`src/core/evbc_pkg.sv`:
```
// Shared constants and types of the encoder velocity and back-EMF compensation block.
// Assumes one system clock; register offsets are the device's register indices.
package evbc_pkg;

    // System clock rate in hertz.
    localparam int unsigned CLK_FREQ_HZ = 25_000_000;

    // Register indices on the internal register port.
    localparam logic [6:0] OFS_LOAD_ANGLE_MAX  = 7'h1c;
    localparam logic [6:0] OFS_EMF_VMIN        = 7'h60;
    localparam logic [6:0] OFS_EMF_SPAN        = 7'h61;
    localparam logic [6:0] OFS_IDLE_TIMEOUT    = 7'h62;
    localparam logic [6:0] OFS_FILTER_CFG      = 7'h63;
    localparam logic [6:0] OFS_VEL_RAW         = 7'h65;
    localparam logic [6:0] OFS_VEL_FILT        = 7'h66;
    localparam logic [6:0] OFS_EVENTS          = 7'h0e;

    // Field positions of the filter configuration register and of the idle event bit.
    localparam int unsigned WAIT_LSB   = 0;
    localparam int unsigned WAIT_W     = 8;
    localparam int unsigned EXP_LSB    = 8;
    localparam int unsigned EXP_W      = 4;
    localparam int unsigned PERIOD_LSB = 16;
    localparam int unsigned PERIOD_W   = 16;
    localparam int unsigned EVT_IDLE_BIT = 0;

    // Reset values.
    localparam logic [7:0]  LOAD_ANGLE_MAX_RST = 8'hff;
    localparam logic [31:0] EMF_VMIN_RST       = 32'h0000_0000;
    localparam logic [31:0] EMF_SPAN_RST       = 32'h0000_0000;
    localparam logic [31:0] IDLE_TIMEOUT_RST   = 32'h0000_0000;
    localparam logic [31:0] FILTER_CFG_RST     = 32'h0000_0000;

    // Least velocity update period with an incremental encoder.
    localparam logic [15:0] PERIOD_MIN_INCR = 16'h0100;

    // Width of the velocity and load-angle divider datapaths.
    localparam int unsigned DIV_W = 56;

    typedef enum logic [1:0] {
        EVBC_ENC_INCR = 2'h0,
        EVBC_ENC_SSI  = 2'h1,
        EVBC_ENC_RSVD = 2'h2,
        EVBC_ENC_SPI  = 2'h3
    } evbc_enc_type_t;

    typedef enum logic [1:0] {
        GS_IDLE = 2'b01,
        GS_DIV  = 2'b10
    } evbc_gamma_state_t;

    typedef struct packed {
        logic        wr;
        logic        rd;
        logic [6:0]  addr;
        logic [31:0] wdata;
    } evbc_reg_req_t;

endpackage

```
`src/core/evbc_divider.sv`:
```
// Unsigned restoring divider, one quotient bit per clock.
// Assumes start is only raised while busy is low; division by zero gives all ones.
`timescale 1ns/10ps
module evbc_divider #(
    parameter int unsigned W = 56
) (
    // Clock and reset
    input  wire logic         mclk_i,
    input  wire logic         rst_i,
    // Request
    input  wire logic         start_i,
    input  wire logic [W-1:0] dividend_i,
    input  wire logic [W-1:0] divisor_i,
    // Answer
    output logic              busy_o,
    output logic              done_o,
    output logic [W-1:0]      quotient_o
);
    logic [W:0]           rem_q;
    logic [W-1:0]         den_q;
    logic [$clog2(W+1)-1:0] cnt_q;
    logic [W:0]           shifted;

    generate
        if (W < 2) begin : g_chk
            $error("evbc_divider: width too small");
        end
    endgenerate

    assign shifted = {rem_q[W-1:0], quotient_o[W-1]};

    always_ff @(posedge mclk_i or posedge rst_i) begin
        if (rst_i) begin
            rem_q      <= '0;
            den_q      <= '0;
            cnt_q      <= '0;
            quotient_o <= '0;
            busy_o     <= 1'b0;
            done_o     <= 1'b0;
        end else begin
            done_o <= 1'b0;
            if (start_i && !busy_o) begin
                rem_q      <= '0;
                den_q      <= divisor_i;
                quotient_o <= dividend_i;
                cnt_q      <= ($clog2(W+1))'(W);
                busy_o     <= 1'b1;
            end else if (busy_o) begin
                if (shifted >= {1'b0, den_q}) begin
                    rem_q      <= shifted - {1'b0, den_q};
                    quotient_o <= {quotient_o[W-2:0], 1'b1};
                end else begin
                    rem_q      <= shifted;
                    quotient_o <= {quotient_o[W-2:0], 1'b0};
                end
                cnt_q <= cnt_q - 1'b1;
                if (cnt_q == 1) begin
                    busy_o <= 1'b0;
                    done_o <= 1'b1;
                end
            end
        end
    end
endmodule // evbc_divider

```
`src/core/evbc_backemf_comp.sv`:
```
// Encoder velocity measurement, exponential filter, idle detection and back-EMF
// load-angle compensation of the commutation angle.
// Assumes register accesses arrive on the internal register port in the system clock
// domain; quadrature pins are asynchronous; absolute positions come on the same clock.
//
// Summary of operation
// - Enabled compensation adds offset in motion direction.
// - Offset zero, linear ramp, then clamped maximum.
// - Maximum load angle resets to 255.
// - Compensation active only while enable bit set.
// - Thresholds compare against filtered encoder velocity.
// - Raw encoder velocity readable, microsteps per second.
// - Filtered encoder velocity readable, microsteps per second.
// - Filter: mean minus shifted mean plus shifted raw.
// - Filter samples spaced by sample-wait plus one clock cycles.
// - Incremental update period forced to at least 256.
// - Absolute encoder update period follows request period.
// - Low velocities computed on quadrature transitions.
// - No transition for timeout cycles raises idle event.
// - Two-bit field selects encoder input type.
`timescale 1ns/10ps
module evbc_backemf_comp #(
    parameter int unsigned CLK_HZ  = evbc_pkg::CLK_FREQ_HZ,
    parameter int unsigned ANGLE_W = 10
) (
    // Clock and reset
    input  wire logic                  mclk_i,
    input  wire logic                  rst_i,
    // Register port
    input  evbc_pkg::evbc_reg_req_t    reg_req_i,
    output logic [31:0]                reg_rdata_o,
    // Encoder pins and absolute encoder position
    input  wire logic                  enc_a_i,
    input  wire logic                  enc_b_i,
    input  wire logic [31:0]           abs_pos_i,
    input  wire logic                  abs_pos_valid_i,
    // Configuration from the rest of the device
    input  evbc_pkg::evbc_enc_type_t   enc_type_i,
    input  wire logic                  back_emf_comp_enable_i,
    input  wire logic [31:0]           serial_request_period_i,
    // Commutation angle
    input  wire logic [ANGLE_W-1:0]    commutation_angle_i,
    output logic [ANGLE_W-1:0]         comp_angle_o,
    output logic [7:0]                 load_angle_o,
    // Events
    output logic                       encoder_idle_event_o
);
    localparam int unsigned DW = evbc_pkg::DIV_W;

    generate
        if (ANGLE_W < 9 || CLK_HZ == 0 || CLK_HZ > 32'h00ff_ffff * 2) begin : g_chk
            $error("evbc_backemf_comp: unsupported parameters");
        end
    endgenerate

    // Registers.
    logic [7:0]  load_angle_max_q;
    logic [31:0] emf_velocity_min_q;
    logic [31:0] emf_velocity_span_q;
    logic [31:0] encoder_idle_timeout_q;
    logic [31:0] velocity_filter_config_q;
    logic signed [31:0] vel_raw_q;
    logic signed [31:0] vel_filt_q;

    // Quadrature synchroniser and decoder state.
    logic a_s1_q, a_s2_q, a_q;
    logic b_s1_q, b_s2_q, b_q;
    logic [31:0] pos_q;
    logic [31:0] pos_ref_q;
    logic [31:0] since_q;
    logic [31:0] per_cnt_q;
    logic [7:0]  smp_cnt_q;

    logic        incr;
    logic        quad_step;
    logic        quad_up;
    logic        move;
    logic [31:0] eff_period;
    logic [15:0] period_field;
    logic [7:0]  sample_wait;
    logic [3:0]  filt_exp;
    logic        period_end;
    logic signed [31:0] delta;
    logic [31:0] delta_mag;
    logic [23:0] delta_sat;
    logic [31:0] since_next;
    logic        idle_hit;

    assign incr         = (enc_type_i == evbc_pkg::EVBC_ENC_INCR);
    assign period_field = velocity_filter_config_q[evbc_pkg::PERIOD_LSB +: evbc_pkg::PERIOD_W];
    assign filt_exp     = velocity_filter_config_q[evbc_pkg::EXP_LSB +: evbc_pkg::EXP_W];

    // Update period: clamped for incremental, taken from the request rate otherwise.
    always_comb begin
        if (incr) begin
            eff_period = {16'h0000, (period_field < evbc_pkg::PERIOD_MIN_INCR) ?
                          evbc_pkg::PERIOD_MIN_INCR : period_field};
        end else begin
            eff_period = (serial_request_period_i == 32'h0) ? 32'h1 :
                         serial_request_period_i;
        end
    end

    always_comb begin
        if (incr) begin
            sample_wait = velocity_filter_config_q[evbc_pkg::WAIT_LSB +: evbc_pkg::WAIT_W];
        end else begin
            sample_wait = (serial_request_period_i > 32'h0000_00ff) ? 8'hff :
                          serial_request_period_i[7:0];
        end
    end

    assign quad_step  = (a_s2_q ^ a_q) | (b_s2_q ^ b_q);
    assign quad_up    = a_q ^ b_s2_q;
    assign move       = incr ? quad_step : (abs_pos_valid_i && (abs_pos_i != pos_q));
    assign period_end = (per_cnt_q >= eff_period - 32'h1);
    assign delta      = $signed(pos_q - pos_ref_q);
    assign delta_mag  = delta[31] ? 32'(-delta) : 32'(delta);
    assign delta_sat  = (delta_mag > 32'h00ff_ffff) ? 24'hff_ffff : delta_mag[23:0];
    assign since_next = (since_q == 32'hffff_ffff) ? since_q : since_q + 32'h1;
    assign idle_hit   = (encoder_idle_timeout_q != 32'h0) &&
                        (since_next == encoder_idle_timeout_q) && !move;

    always_ff @(posedge mclk_i or posedge rst_i) begin
        if (rst_i) begin
            a_s1_q <= 1'b0;
            a_s2_q <= 1'b0;
            a_q    <= 1'b0;
            b_s1_q <= 1'b0;
            b_s2_q <= 1'b0;
            b_q    <= 1'b0;
        end else begin
            a_s1_q <= enc_a_i;
            a_s2_q <= a_s1_q;
            a_q    <= a_s2_q;
            b_s1_q <= enc_b_i;
            b_s2_q <= b_s1_q;
            b_q    <= b_s2_q;
        end
    end

    // Position follows quadrature steps or the absolute encoder value.
    always_ff @(posedge mclk_i or posedge rst_i) begin
        if (rst_i) begin
            pos_q <= 32'h0;
        end else if (incr) begin
            if (quad_step) begin
                pos_q <= quad_up ? pos_q + 32'h1 : pos_q - 32'h1;
            end
        end else if (abs_pos_valid_i) begin
            pos_q <= abs_pos_i;
        end
    end

    always_ff @(posedge mclk_i or posedge rst_i) begin
        if (rst_i) begin
            since_q   <= 32'h0;
            per_cnt_q <= 32'h0;
            pos_ref_q <= 32'h0;
        end else begin
            since_q <= move ? 32'h0 : since_next;
            if (period_end) begin
                per_cnt_q <= 32'h0;
                pos_ref_q <= pos_q;
            end else begin
                per_cnt_q <= per_cnt_q + 32'h1;
            end
        end
    end

    // Velocity division requests: counted steps per period, or one step per interval.
    logic          fast_req;
    logic          slow_req;
    logic          vdiv_start;
    logic [DW-1:0] vdiv_dividend;
    logic [DW-1:0] vdiv_divisor;
    logic          vdiv_busy;
    logic          vdiv_done;
    logic [DW-1:0] vdiv_quot;
    logic          vneg_q;
    logic [31:0]   vmag;

    assign fast_req   = period_end && (!incr || delta_mag >= 32'h2);
    assign slow_req   = incr && quad_step && (since_next >= eff_period);
    assign vdiv_start = (fast_req || slow_req) && !vdiv_busy;

    always_comb begin
        if (fast_req) begin
            vdiv_dividend = DW'({32'h0, delta_sat}) * DW'(CLK_HZ);
            vdiv_divisor  = DW'(eff_period);
        end else begin
            vdiv_dividend = DW'(CLK_HZ);
            vdiv_divisor  = DW'(since_next);
        end
    end

    evbc_divider #(
        .W(DW)
    ) u_vel_div (
        .mclk_i     (mclk_i),
        .rst_i      (rst_i),
        .start_i    (vdiv_start),
        .dividend_i (vdiv_dividend),
        .divisor_i  (vdiv_divisor),
        .busy_o     (vdiv_busy),
        .done_o     (vdiv_done),
        .quotient_o (vdiv_quot)
    );

    assign vmag = (vdiv_quot > DW'(32'h7fff_ffff)) ? 32'h7fff_ffff : vdiv_quot[31:0];

    always_ff @(posedge mclk_i or posedge rst_i) begin
        if (rst_i) begin
            vneg_q    <= 1'b0;
            vel_raw_q <= 32'sh0;
        end else begin
            if (vdiv_start) begin
                vneg_q <= fast_req ? delta[31] : !quad_up;
            end
            if (idle_hit) begin
                vel_raw_q <= 32'sh0;
            end else if (vdiv_done) begin
                vel_raw_q <= vneg_q ? -$signed(vmag) : $signed(vmag);
            end
        end
    end

    // Exponential filter, one sample every sample-wait plus one cycles.
    always_ff @(posedge mclk_i or posedge rst_i) begin
        if (rst_i) begin
            smp_cnt_q  <= 8'h0;
            vel_filt_q <= 32'sh0;
        end else if (smp_cnt_q >= sample_wait) begin
            smp_cnt_q  <= 8'h0;
            vel_filt_q <= vel_filt_q - (vel_filt_q >>> filt_exp)
                          + (vel_raw_q >>> filt_exp);
        end else begin
            smp_cnt_q <= smp_cnt_q + 8'h1;
        end
    end

    // Load angle from the filtered velocity magnitude.
    evbc_pkg::evbc_gamma_state_t gstate_q;
    logic [31:0]   filt_mag;
    logic [31:0]   over_min;
    logic          gdiv_start;
    logic [DW-1:0] gdiv_quot;
    logic          gdiv_busy;
    logic          gdiv_done;
    logic [7:0]    gamma_q;

    assign filt_mag   = vel_filt_q[31] ? 32'(-vel_filt_q) : 32'(vel_filt_q);
    assign over_min   = filt_mag - emf_velocity_min_q;
    assign gdiv_start = (gstate_q == evbc_pkg::GS_IDLE) && (filt_mag > emf_velocity_min_q)
                        && (over_min <= emf_velocity_span_q) && (emf_velocity_span_q != 32'h0);

    evbc_divider #(
        .W(DW)
    ) u_gamma_div (
        .mclk_i     (mclk_i),
        .rst_i      (rst_i),
        .start_i    (gdiv_start),
        .dividend_i (DW'(over_min) * DW'(load_angle_max_q)),
        .divisor_i  (DW'(emf_velocity_span_q)),
        .busy_o     (gdiv_busy),
        .done_o     (gdiv_done),
        .quotient_o (gdiv_quot)
    );

    always_ff @(posedge mclk_i or posedge rst_i) begin
        if (rst_i) begin
            gstate_q <= evbc_pkg::GS_IDLE;
            gamma_q  <= 8'h0;
        end else begin
            unique case (gstate_q)
                evbc_pkg::GS_IDLE: begin
                    if (filt_mag <= emf_velocity_min_q) begin
                        gamma_q <= 8'h0;
                    end else if (gdiv_start) begin
                        gstate_q <= evbc_pkg::GS_DIV;
                    end else begin
                        gamma_q <= load_angle_max_q;
                    end
                end
                evbc_pkg::GS_DIV: begin
                    if (gdiv_done) begin
                        gamma_q  <= gdiv_quot[7:0];
                        gstate_q <= evbc_pkg::GS_IDLE;
                    end
                end
                default: begin
                    gstate_q <= evbc_pkg::GS_IDLE;
                end
            endcase
        end
    end

    // Compensated commutation angle.
    always_ff @(posedge mclk_i or posedge rst_i) begin
        if (rst_i) begin
            comp_angle_o <= '0;
            load_angle_o <= 8'h0;
        end else if (back_emf_comp_enable_i) begin
            load_angle_o <= gamma_q;
            comp_angle_o <= vel_filt_q[31] ?
                            commutation_angle_i - ANGLE_W'(gamma_q) :
                            commutation_angle_i + ANGLE_W'(gamma_q);
        end else begin
            load_angle_o <= 8'h0;
            comp_angle_o <= commutation_angle_i;
        end
    end

    // Register writes, sticky idle event and read data.
    always_ff @(posedge mclk_i or posedge rst_i) begin
        if (rst_i) begin
            load_angle_max_q         <= evbc_pkg::LOAD_ANGLE_MAX_RST;
            emf_velocity_min_q       <= evbc_pkg::EMF_VMIN_RST;
            emf_velocity_span_q      <= evbc_pkg::EMF_SPAN_RST;
            encoder_idle_timeout_q   <= evbc_pkg::IDLE_TIMEOUT_RST;
            velocity_filter_config_q <= evbc_pkg::FILTER_CFG_RST;
        end else if (reg_req_i.wr) begin
            unique case (reg_req_i.addr)
                evbc_pkg::OFS_LOAD_ANGLE_MAX: load_angle_max_q <= reg_req_i.wdata[7:0];
                evbc_pkg::OFS_EMF_VMIN:       emf_velocity_min_q <= reg_req_i.wdata;
                evbc_pkg::OFS_EMF_SPAN:       emf_velocity_span_q <= reg_req_i.wdata;
                evbc_pkg::OFS_IDLE_TIMEOUT:   encoder_idle_timeout_q <= reg_req_i.wdata;
                evbc_pkg::OFS_FILTER_CFG:     velocity_filter_config_q <= reg_req_i.wdata;
                default: ;
            endcase
        end
    end

    // Set wins over a write-one clear in the same cycle.
    always_ff @(posedge mclk_i or posedge rst_i) begin
        if (rst_i) begin
            encoder_idle_event_o <= 1'b0;
        end else if (idle_hit) begin
            encoder_idle_event_o <= 1'b1;
        end else if (reg_req_i.wr && reg_req_i.addr == evbc_pkg::OFS_EVENTS &&
                     reg_req_i.wdata[evbc_pkg::EVT_IDLE_BIT]) begin
            encoder_idle_event_o <= 1'b0;
        end
    end

    always_ff @(posedge mclk_i or posedge rst_i) begin
        if (rst_i) begin
            reg_rdata_o <= 32'h0;
        end else if (reg_req_i.rd) begin
            unique case (reg_req_i.addr)
                evbc_pkg::OFS_LOAD_ANGLE_MAX: reg_rdata_o <= {24'h0, load_angle_max_q};
                evbc_pkg::OFS_EMF_VMIN:       reg_rdata_o <= emf_velocity_min_q;
                evbc_pkg::OFS_EMF_SPAN:       reg_rdata_o <= emf_velocity_span_q;
                evbc_pkg::OFS_IDLE_TIMEOUT:   reg_rdata_o <= encoder_idle_timeout_q;
                evbc_pkg::OFS_FILTER_CFG:     reg_rdata_o <= velocity_filter_config_q;
                evbc_pkg::OFS_VEL_RAW:        reg_rdata_o <= vel_raw_q;
                evbc_pkg::OFS_VEL_FILT:       reg_rdata_o <= vel_filt_q;
                evbc_pkg::OFS_EVENTS:         reg_rdata_o <= {31'h0, encoder_idle_event_o};
                default:                      reg_rdata_o <= 32'h0;
            endcase
        end
    end
endmodule // evbc_backemf_comp

```
`config.mk`:
```
export PLATFORM = sky130hd
export DESIGN_NAME = evbc_backemf_comp
export DESIGN_NICKNAME = d
export VERILOG_FILES = /design/src/core/evbc_pkg.sv /design/src/core/evbc_divider.sv /design/src/core/evbc_backemf_comp.sv
export SDC_FILE = /design/constraint.sdc
export NUM_CORES = 2
export LEC_CHECK = 0
export ABC_CLOCK_PERIOD_IN_PS = 31500
export BUFFER_PORTS_ARGS = -buffer_cell sky130_fd_sc_hd__buf_2
export CAP_MARGIN = 20
export CORE_ASPECT_RATIO = 0.6
export CORE_MARGIN = 4
export CORE_UTILIZATION = 51
export CTS_CLUSTER_DIAMETER = 80
export CTS_CLUSTER_SIZE = 25
export DETAILED_ROUTE_END_ITERATION = 8
export HOLD_SLACK_MARGIN = 0.05
export PLACE_DENSITY_LB_ADDON = 0.15
export SYNTH_ARGS = -nofsm -noshare
export SYNTH_HDL_FRONTEND = slang
export SYNTH_SLANG_ARGS = --single-unit
```
`constraint.sdc`:
```
create_clock -name mclk_i -period 31.5 [get_ports mclk_i]
set_input_delay 1.575 -clock mclk_i [delete_from_list [all_inputs] [get_ports mclk_i]]
set_output_delay 1.575 -clock mclk_i [all_outputs]
set_load 0.005 [all_outputs]
```
; Word level (Yosys, flattened, before mapping)
; Index checks and enable logic that the tools add are counted.
[classes]
n_reduce_logical = 39
n_bitwise = 4
mul = 2
shifts = 2
n_mux = 66
n_eq_ne = 20
order_cmp = 13
n_addsub = 19
[op_table]
columns = op, n
row1 = $mux W56, 10
row2 = $mux W32, 16
row3 = $pmux W32 S8, 1
row4 = $add A32 B1 Y32 const B, 3
row5 = $neg A32 Y32, 3
row6 = $sub A32 B32 Y32, 3
row7 = $ge A32 B32 Y1, 2
row8 = $le A32 B32 Y1, 2
row9 = $reduce_bool A32 Y1, 2
row10 = $sshr A32 B4 Y32, 2
row11 = $sub A32 B1 Y32 const B, 2
row12 = $ge A57 B32 Y1, 1
row13 = $ge A57 B56 Y1, 1
row14 = $gt A56 B31 Y1 const B, 1
row15 = $mux W8, 7
row16 = $sub A56 B32 Y56, 1
row17 = $sub A56 B56 Y56, 1
row18 = $mux W49, 1
row19 = $mul A24 B19 Y43 const B, 1
row20 = $eq A7 B7 Y1 const B, 6
row21 = $mul A32 B8 Y40, 1
row22 = $add A32 B32 Y32, 1
row23 = $eq A32 B32 Y1, 1
row24 = $eq A32 B32 Y1 const B, 1
row25 = 37 further kinds, 95
[word_totals]
wordCells = 202
output_inout_bits = 51
reg_bits = 732

; Longest topological paths before layout
[depth]
word_depth = 10
mapped_depth = 46
depth_no_buf = 42

; Cells and area by module
; Synthesis repeated with hierarchy kept, for this count alone.
[unflattened]
cells_unflattened = 8372
hier_area_um2 = 73596.8
[by_module_without_submodules]
columns = mod, n_inst, cells_per_inst, seq_area_each_um2, area_each_um2
row1 = evbc_backemf_comp, 1, 5884, 10121.0, 51558.2
row2 = evbc_divider, 2, 1244, 4404.2, 11019.3

; Least setup slack after synthesis
; No wires, ideal clock.
[synth_timing]
path_kind = reg2reg
startpoint = reg pos_q[0]
endpoint = reg u_vel_div.quotient_o[45]
arrival_ns = 10.437
setup_ns = 0.087
path_stages_with_launch = 45
setup_slack_ns = 20.977
cell_sequence = dfrtp_1 -> inv_1 -> ha_1 -> inv_1 -> fa_1 -> a21o_1 -> a221oi_4 -> nor3_2 -> nor3b_2 -> o21ai_1 -> or4_1 -> buf_2 -> nor4_4 -> a41oi_1 -> xor2_1 -> nor4_4 -> and2_1 -> buf_2 -> (+9 left out) -> fa_1 -> inv_1 -> fa_1 -> inv_1 -> ha_1 -> a21o_1 -> a21o_1 -> a311o_1 -> o211ai_1 -> a311oi_1 -> o31ai_1 -> a211oi_1 -> o21a_1 -> a211o_1 -> a21oi_1 -> xnor2_1 -> nand3_1 -> o211ai_1
[synth_between]
elab_chain_cells = 10
[synth_lines]
columns = element, line
row1 = "start, declared", evbc_backemf_comp.sv:68  ; logic [31:0] pos_q;
row2 = "start signal, assigned", evbc_backemf_comp.sv:148  ; pos_q <= quad_up ? pos_q + 32'h1 : pos_q - 32'h1;
row3 = "start signal, assigned", evbc_backemf_comp.sv:151  ; pos_q <= abs_pos_i;
row4 = $sub A32 B32 Y32 (*), evbc_backemf_comp.sv:117  ; assign delta = $signed(pos_q - pos_ref_q);
row5 = $neg A32 Y32, evbc_backemf_comp.sv:118  ; assign delta_mag = delta[31] ? 32'(-delta) : 32'(delta);
row6 = $mux W32 (*), evbc_backemf_comp.sv:118
row7 = branches (longest 7 deep; another with $mul A24 B19 Y43), --
row8 = "end signal, assigned", evbc_divider.sv:45  ; quotient_o <= dividend_i;
row9 = "end signal, assigned", evbc_divider.sv:51  ; quotient_o <= {quotient_o[W-2:0], 1'b1};
row10 = "end signal, assigned", evbc_divider.sv:54  ; quotient_o <= {quotient_o[W-2:0], 1'b0};
row11 = "end, declared", evbc_divider.sv:17  ; output logic [W-1:0] quotient_o
; Mark *: on every way between the ends.
; A chain may end at the register's enable or synchronous reset.

; Final worst setup path
[layout_timing]
startpoint = reg pos_q[0]
endpoint = reg u_vel_div.quotient_o[47]
; Same word-level chain as after synthesis.

==> impl_results.md <==
* Setup CP Type: reg -> reg
* Peak Freq at 0.0825 GHz
* Starting Density at 0.516
* Fillers at 12100
* Final worst-path cycle share at 0.385
* Final Hold Vio Count at 0
* Antenna viol nets, final at 0
* Commonest cells in the synthesized netlist: inv_1 (854), nand2_1 (771), dfrtp_1 (699)
* Gate Count Post-Synth at 7601
* MaxCap Viol Count at 0
* Count leader, synth: inv_1
* Die Y at 291 um
* Clock Tree Root: clkbuf_16
* Final setup violation count at 0
* Post-CTS sizing at 0
* Drt first pass iters at 6
* Area contributors post-synth: dfrtp_1 (26%), fa_1 (12%), ha_1 (9.8%)
* Vias per cell at 6.06
* Asr flop ratio synth at 1.00
* Count of unique library cells instantiated by Yosys at 102
* Die X-Extent at 480 um
* GRT Util Overall at 0.310
* Max-slew violations at 0
* Post-synthesis mux area share at 0.0664
* CTS tree: yes
* Skew final at 0.0591 ns
* Number of setup buffers added after CTS at 0
* Hold_buf cts at 0
* Row cnt at 103
* Nets at 8677
* Post-layout min period at 12.13 ns
* Post-synthesis xor/xnor area fraction at 0.0646
* WP data arrival at 12.71 ns
* Post-synthesis sequential area ratio at 0.260
* Vias at 57100
* Drt total wl at 219000 um
* Clock transition at path regs at 0.10 ns
* Final setup TNS at 0 ns
* Buffers on Ports at 173
* Yosys warns at 0
* CP top delay family: adder cells
* Adder-cell area share of the yosys netlist at 0.220
* Simple logic cell fraction of the synthesized area at 0.156
* 1st-iter DRT viols at 5891
* TritonCTS Buffers at 41
* Crit path launch type: flop
* Area grow syn2layout at 6.30%
* CP bufs+invs at 7
* Clk Latency, worst-skew pair at 0.68 ns
* CP max-delay cell: or4_1
* CP required at 32.08 ns
* Syn avg cell area at 8.98 um2
* Fraction of layout cells with a size suffix above 1 at 0.0916
* GRT overflow at 0
* # DRC at 0
* Wirelength per Cell at 23.2 um
* Cell taking the most area after synthesis: dfrtp_1
* Max incr delay on CP at 0.74 ns
* RSZ-0062 raised after global routing: false
* GP Congestion at 0.982
* CTS sink cnt at 708
* Netlist Area Pre-Place at 0.0682 mm2
* Global-route wire length before repair at 339000 um
* Vias in the first global route at 54400
* Top-area cell type share of the netlist area at 0.256
* Mapped Nets at 8675
* Largest net degree at the start of global routing at 169
* Status: finished clean
* Core ar. at 0.132 mm2
* Hold Path Class: reg -> reg
* Initial antenna violation count at 18
* Top_reg_cell synth: dfrtp_1
* Number of enable flip-flop cells after synthesis at 0
* Main combinational cell family by area after synthesis: adder cells
* Max_slew headroom at 0.207
* Post-DP HPWL at 171000 um
* #FFs+latches synth at 708
* CP endpoint kind: flop
* Longest Clk Path Bufs at 3
* Tightest Pin Transition at 1.18 ns
* Critical Path Fanout Max at 46
* IO Count at 174
* Die ar. at 0.140 mm2
* H-tree depth at 2
* Compound-gate portion of the synthesized area at 0.167
## registers in the layout (all words and copies together) (netlist names), 8 cells and up
register / cells
pos_ref_q: 32
u_gamma_div.rem_q: 56
u_gamma_div.den_q: 32
load_angle_max_q: 8
comp_angle_o: 10
encoder_idle_timeout_q: 32
vel_filt_q: 32
u_vel_div.rem_q: 56
per_cnt_q: 32
pos_q: 32
emf_velocity_min_q: 32
u_vel_div.den_q: 32
gamma_q: 8
reg_rdata_o: 32
u_gamma_div.quotient_o: 56
load_angle_o: 8
emf_velocity_span_q: 32
vel_raw_q: 32
since_q: 32
velocity_filter_config_q: 32
smp_cnt_q: 8
u_vel_div.quotient_o: 56
## placed cells by master, fill, tap and decap left out, types with 64 or more instances in the layout
master	netlist	layout
nand2_1	771	770
fa_1	414	414
xor2_1	204	203
mux2i_1	168	168
a22o_1	68	68
ha_1	537	537
a21o_1	160	160
a21oi_1	321	318
nor2b_1	68	68
dfrtp_1	699	692
nand2b_1	64	64
and2_1	139	139
buf_4	9	112
mux2_2	169	169
nand4_1	80	80
nor3_1	114	113
a22oi_1	91	91
xnor2_1	299	299
inv_1	854	852
or3_1	78	78
and3_1	68	68
nand3_1	152	151
nor2_1	463	456
o21ai_0	405	403
buf_2	17	173
nor4_1	78	77
## cell type report
| cell class | instances | area (um2) | share of cell area |
|---|---|---|---|
| Antenna cell | 10 | 25.0 | 0.000345 |
| Clock buffer | 49 | 1090 | 0.0150 |
| Clock inverter | 18 | 314 | 0.00433 |
| Inverter | 857 | 3220 | 0.0444 |
| Multi-Input combinational cell | 5704 | 46100 | 0.635 |
| Sequential cell | 708 | 17700 | 0.245 |
| Tap cell | 1785 | 2230 | 0.0308 |
| Timing Repair Buffer | 291 | 1830 | 0.0252 |
## cell families (layout without fill, tap and decap cells)
| kind of cell | count (synthesis) | count (layout) |
|---|---|---|
| other | 0 | 10 |
| and+or+nand+nor | 2201 | 2201 |
| muxes | 379 | 379 |
| xor gates and xnor gates | 503 | 503 |
| AOI/OAI and AO/OA | 1669 | 1669 |
| adders and majority gates | 952 | 952 |
| DFF | 708 | 708 |
| buffers and inverters | 1189 | 1215 |
## through the flow
| step | util | area [um2] | instances | worst slack [ns] | hold slack, ns |
|---|---|---|---|---|---|
| 2_1_floorplan | - | 68200 | 7601 | 10.08 | 0.331 |
| 3_3_place_gp | 0.537 | 71000 | 9339 | 19.78 | 0.339 |
| 3_5_place_dp | 0.537 | 71100 | 9341 | 19.49 | 0.346 |
| 4_1_cts | 0.548 | 72500 | 9408 | 19.44 | 0.367 |
| 5_1_grt | 0.549 | 72500 | 9421 | 18.50 | 0.384 |
| 6_report | 0.549 | 72500 | 9422 | 19.37 | 0.362 |
## final timing paths
path                           from                  endpoint  slack, ns  depth (start not counted)
max in group asynchronous     rst_i          u_vel_div.busy_o      28.01                          4
max reg2reg                pos_q[0]  u_vel_div.quotient_o[47]      19.37                         40
min in group asynchronous     rst_i             per_cnt_q[29]       1.06                          2
max                        pos_q[0]  u_vel_div.quotient_o[47]      19.37                         40
min reg2reg                  b_s1_q                    b_s2_q       0.36                          0
min                          b_s1_q                    b_s2_q       0.36                          0
## per-layer routing
| layer | wire, um | GRT usage | vias to the layer above |
|---|---|---|---|
| li1 | - | - | 26400 |
| met1 | 107000 | 0.500 | 28200 |
| met2 | 84400 | 0.411 | 2248 |
| met3 | 22300 | 0.0784 | 208 |
| met4 | 4930 | 0.0649 | 0 |
| met5 | 0 | 0 | - |
## worst reg2reg max path, delay by kind of cell (launching register included)
family / cells / cell delay (ns)
fa+ha+maj: 9 / 4.09
xor+xnor: 2 / 0.39
flops: 1 / 0.45
simple gates: 9 / 2.93
compound gates: 13 / 3.43
buf+inv: 7 / 0.79
Power is not shown: default switching activity piles up to over one toggle a cycle in this logic, so the estimate is an artifact.
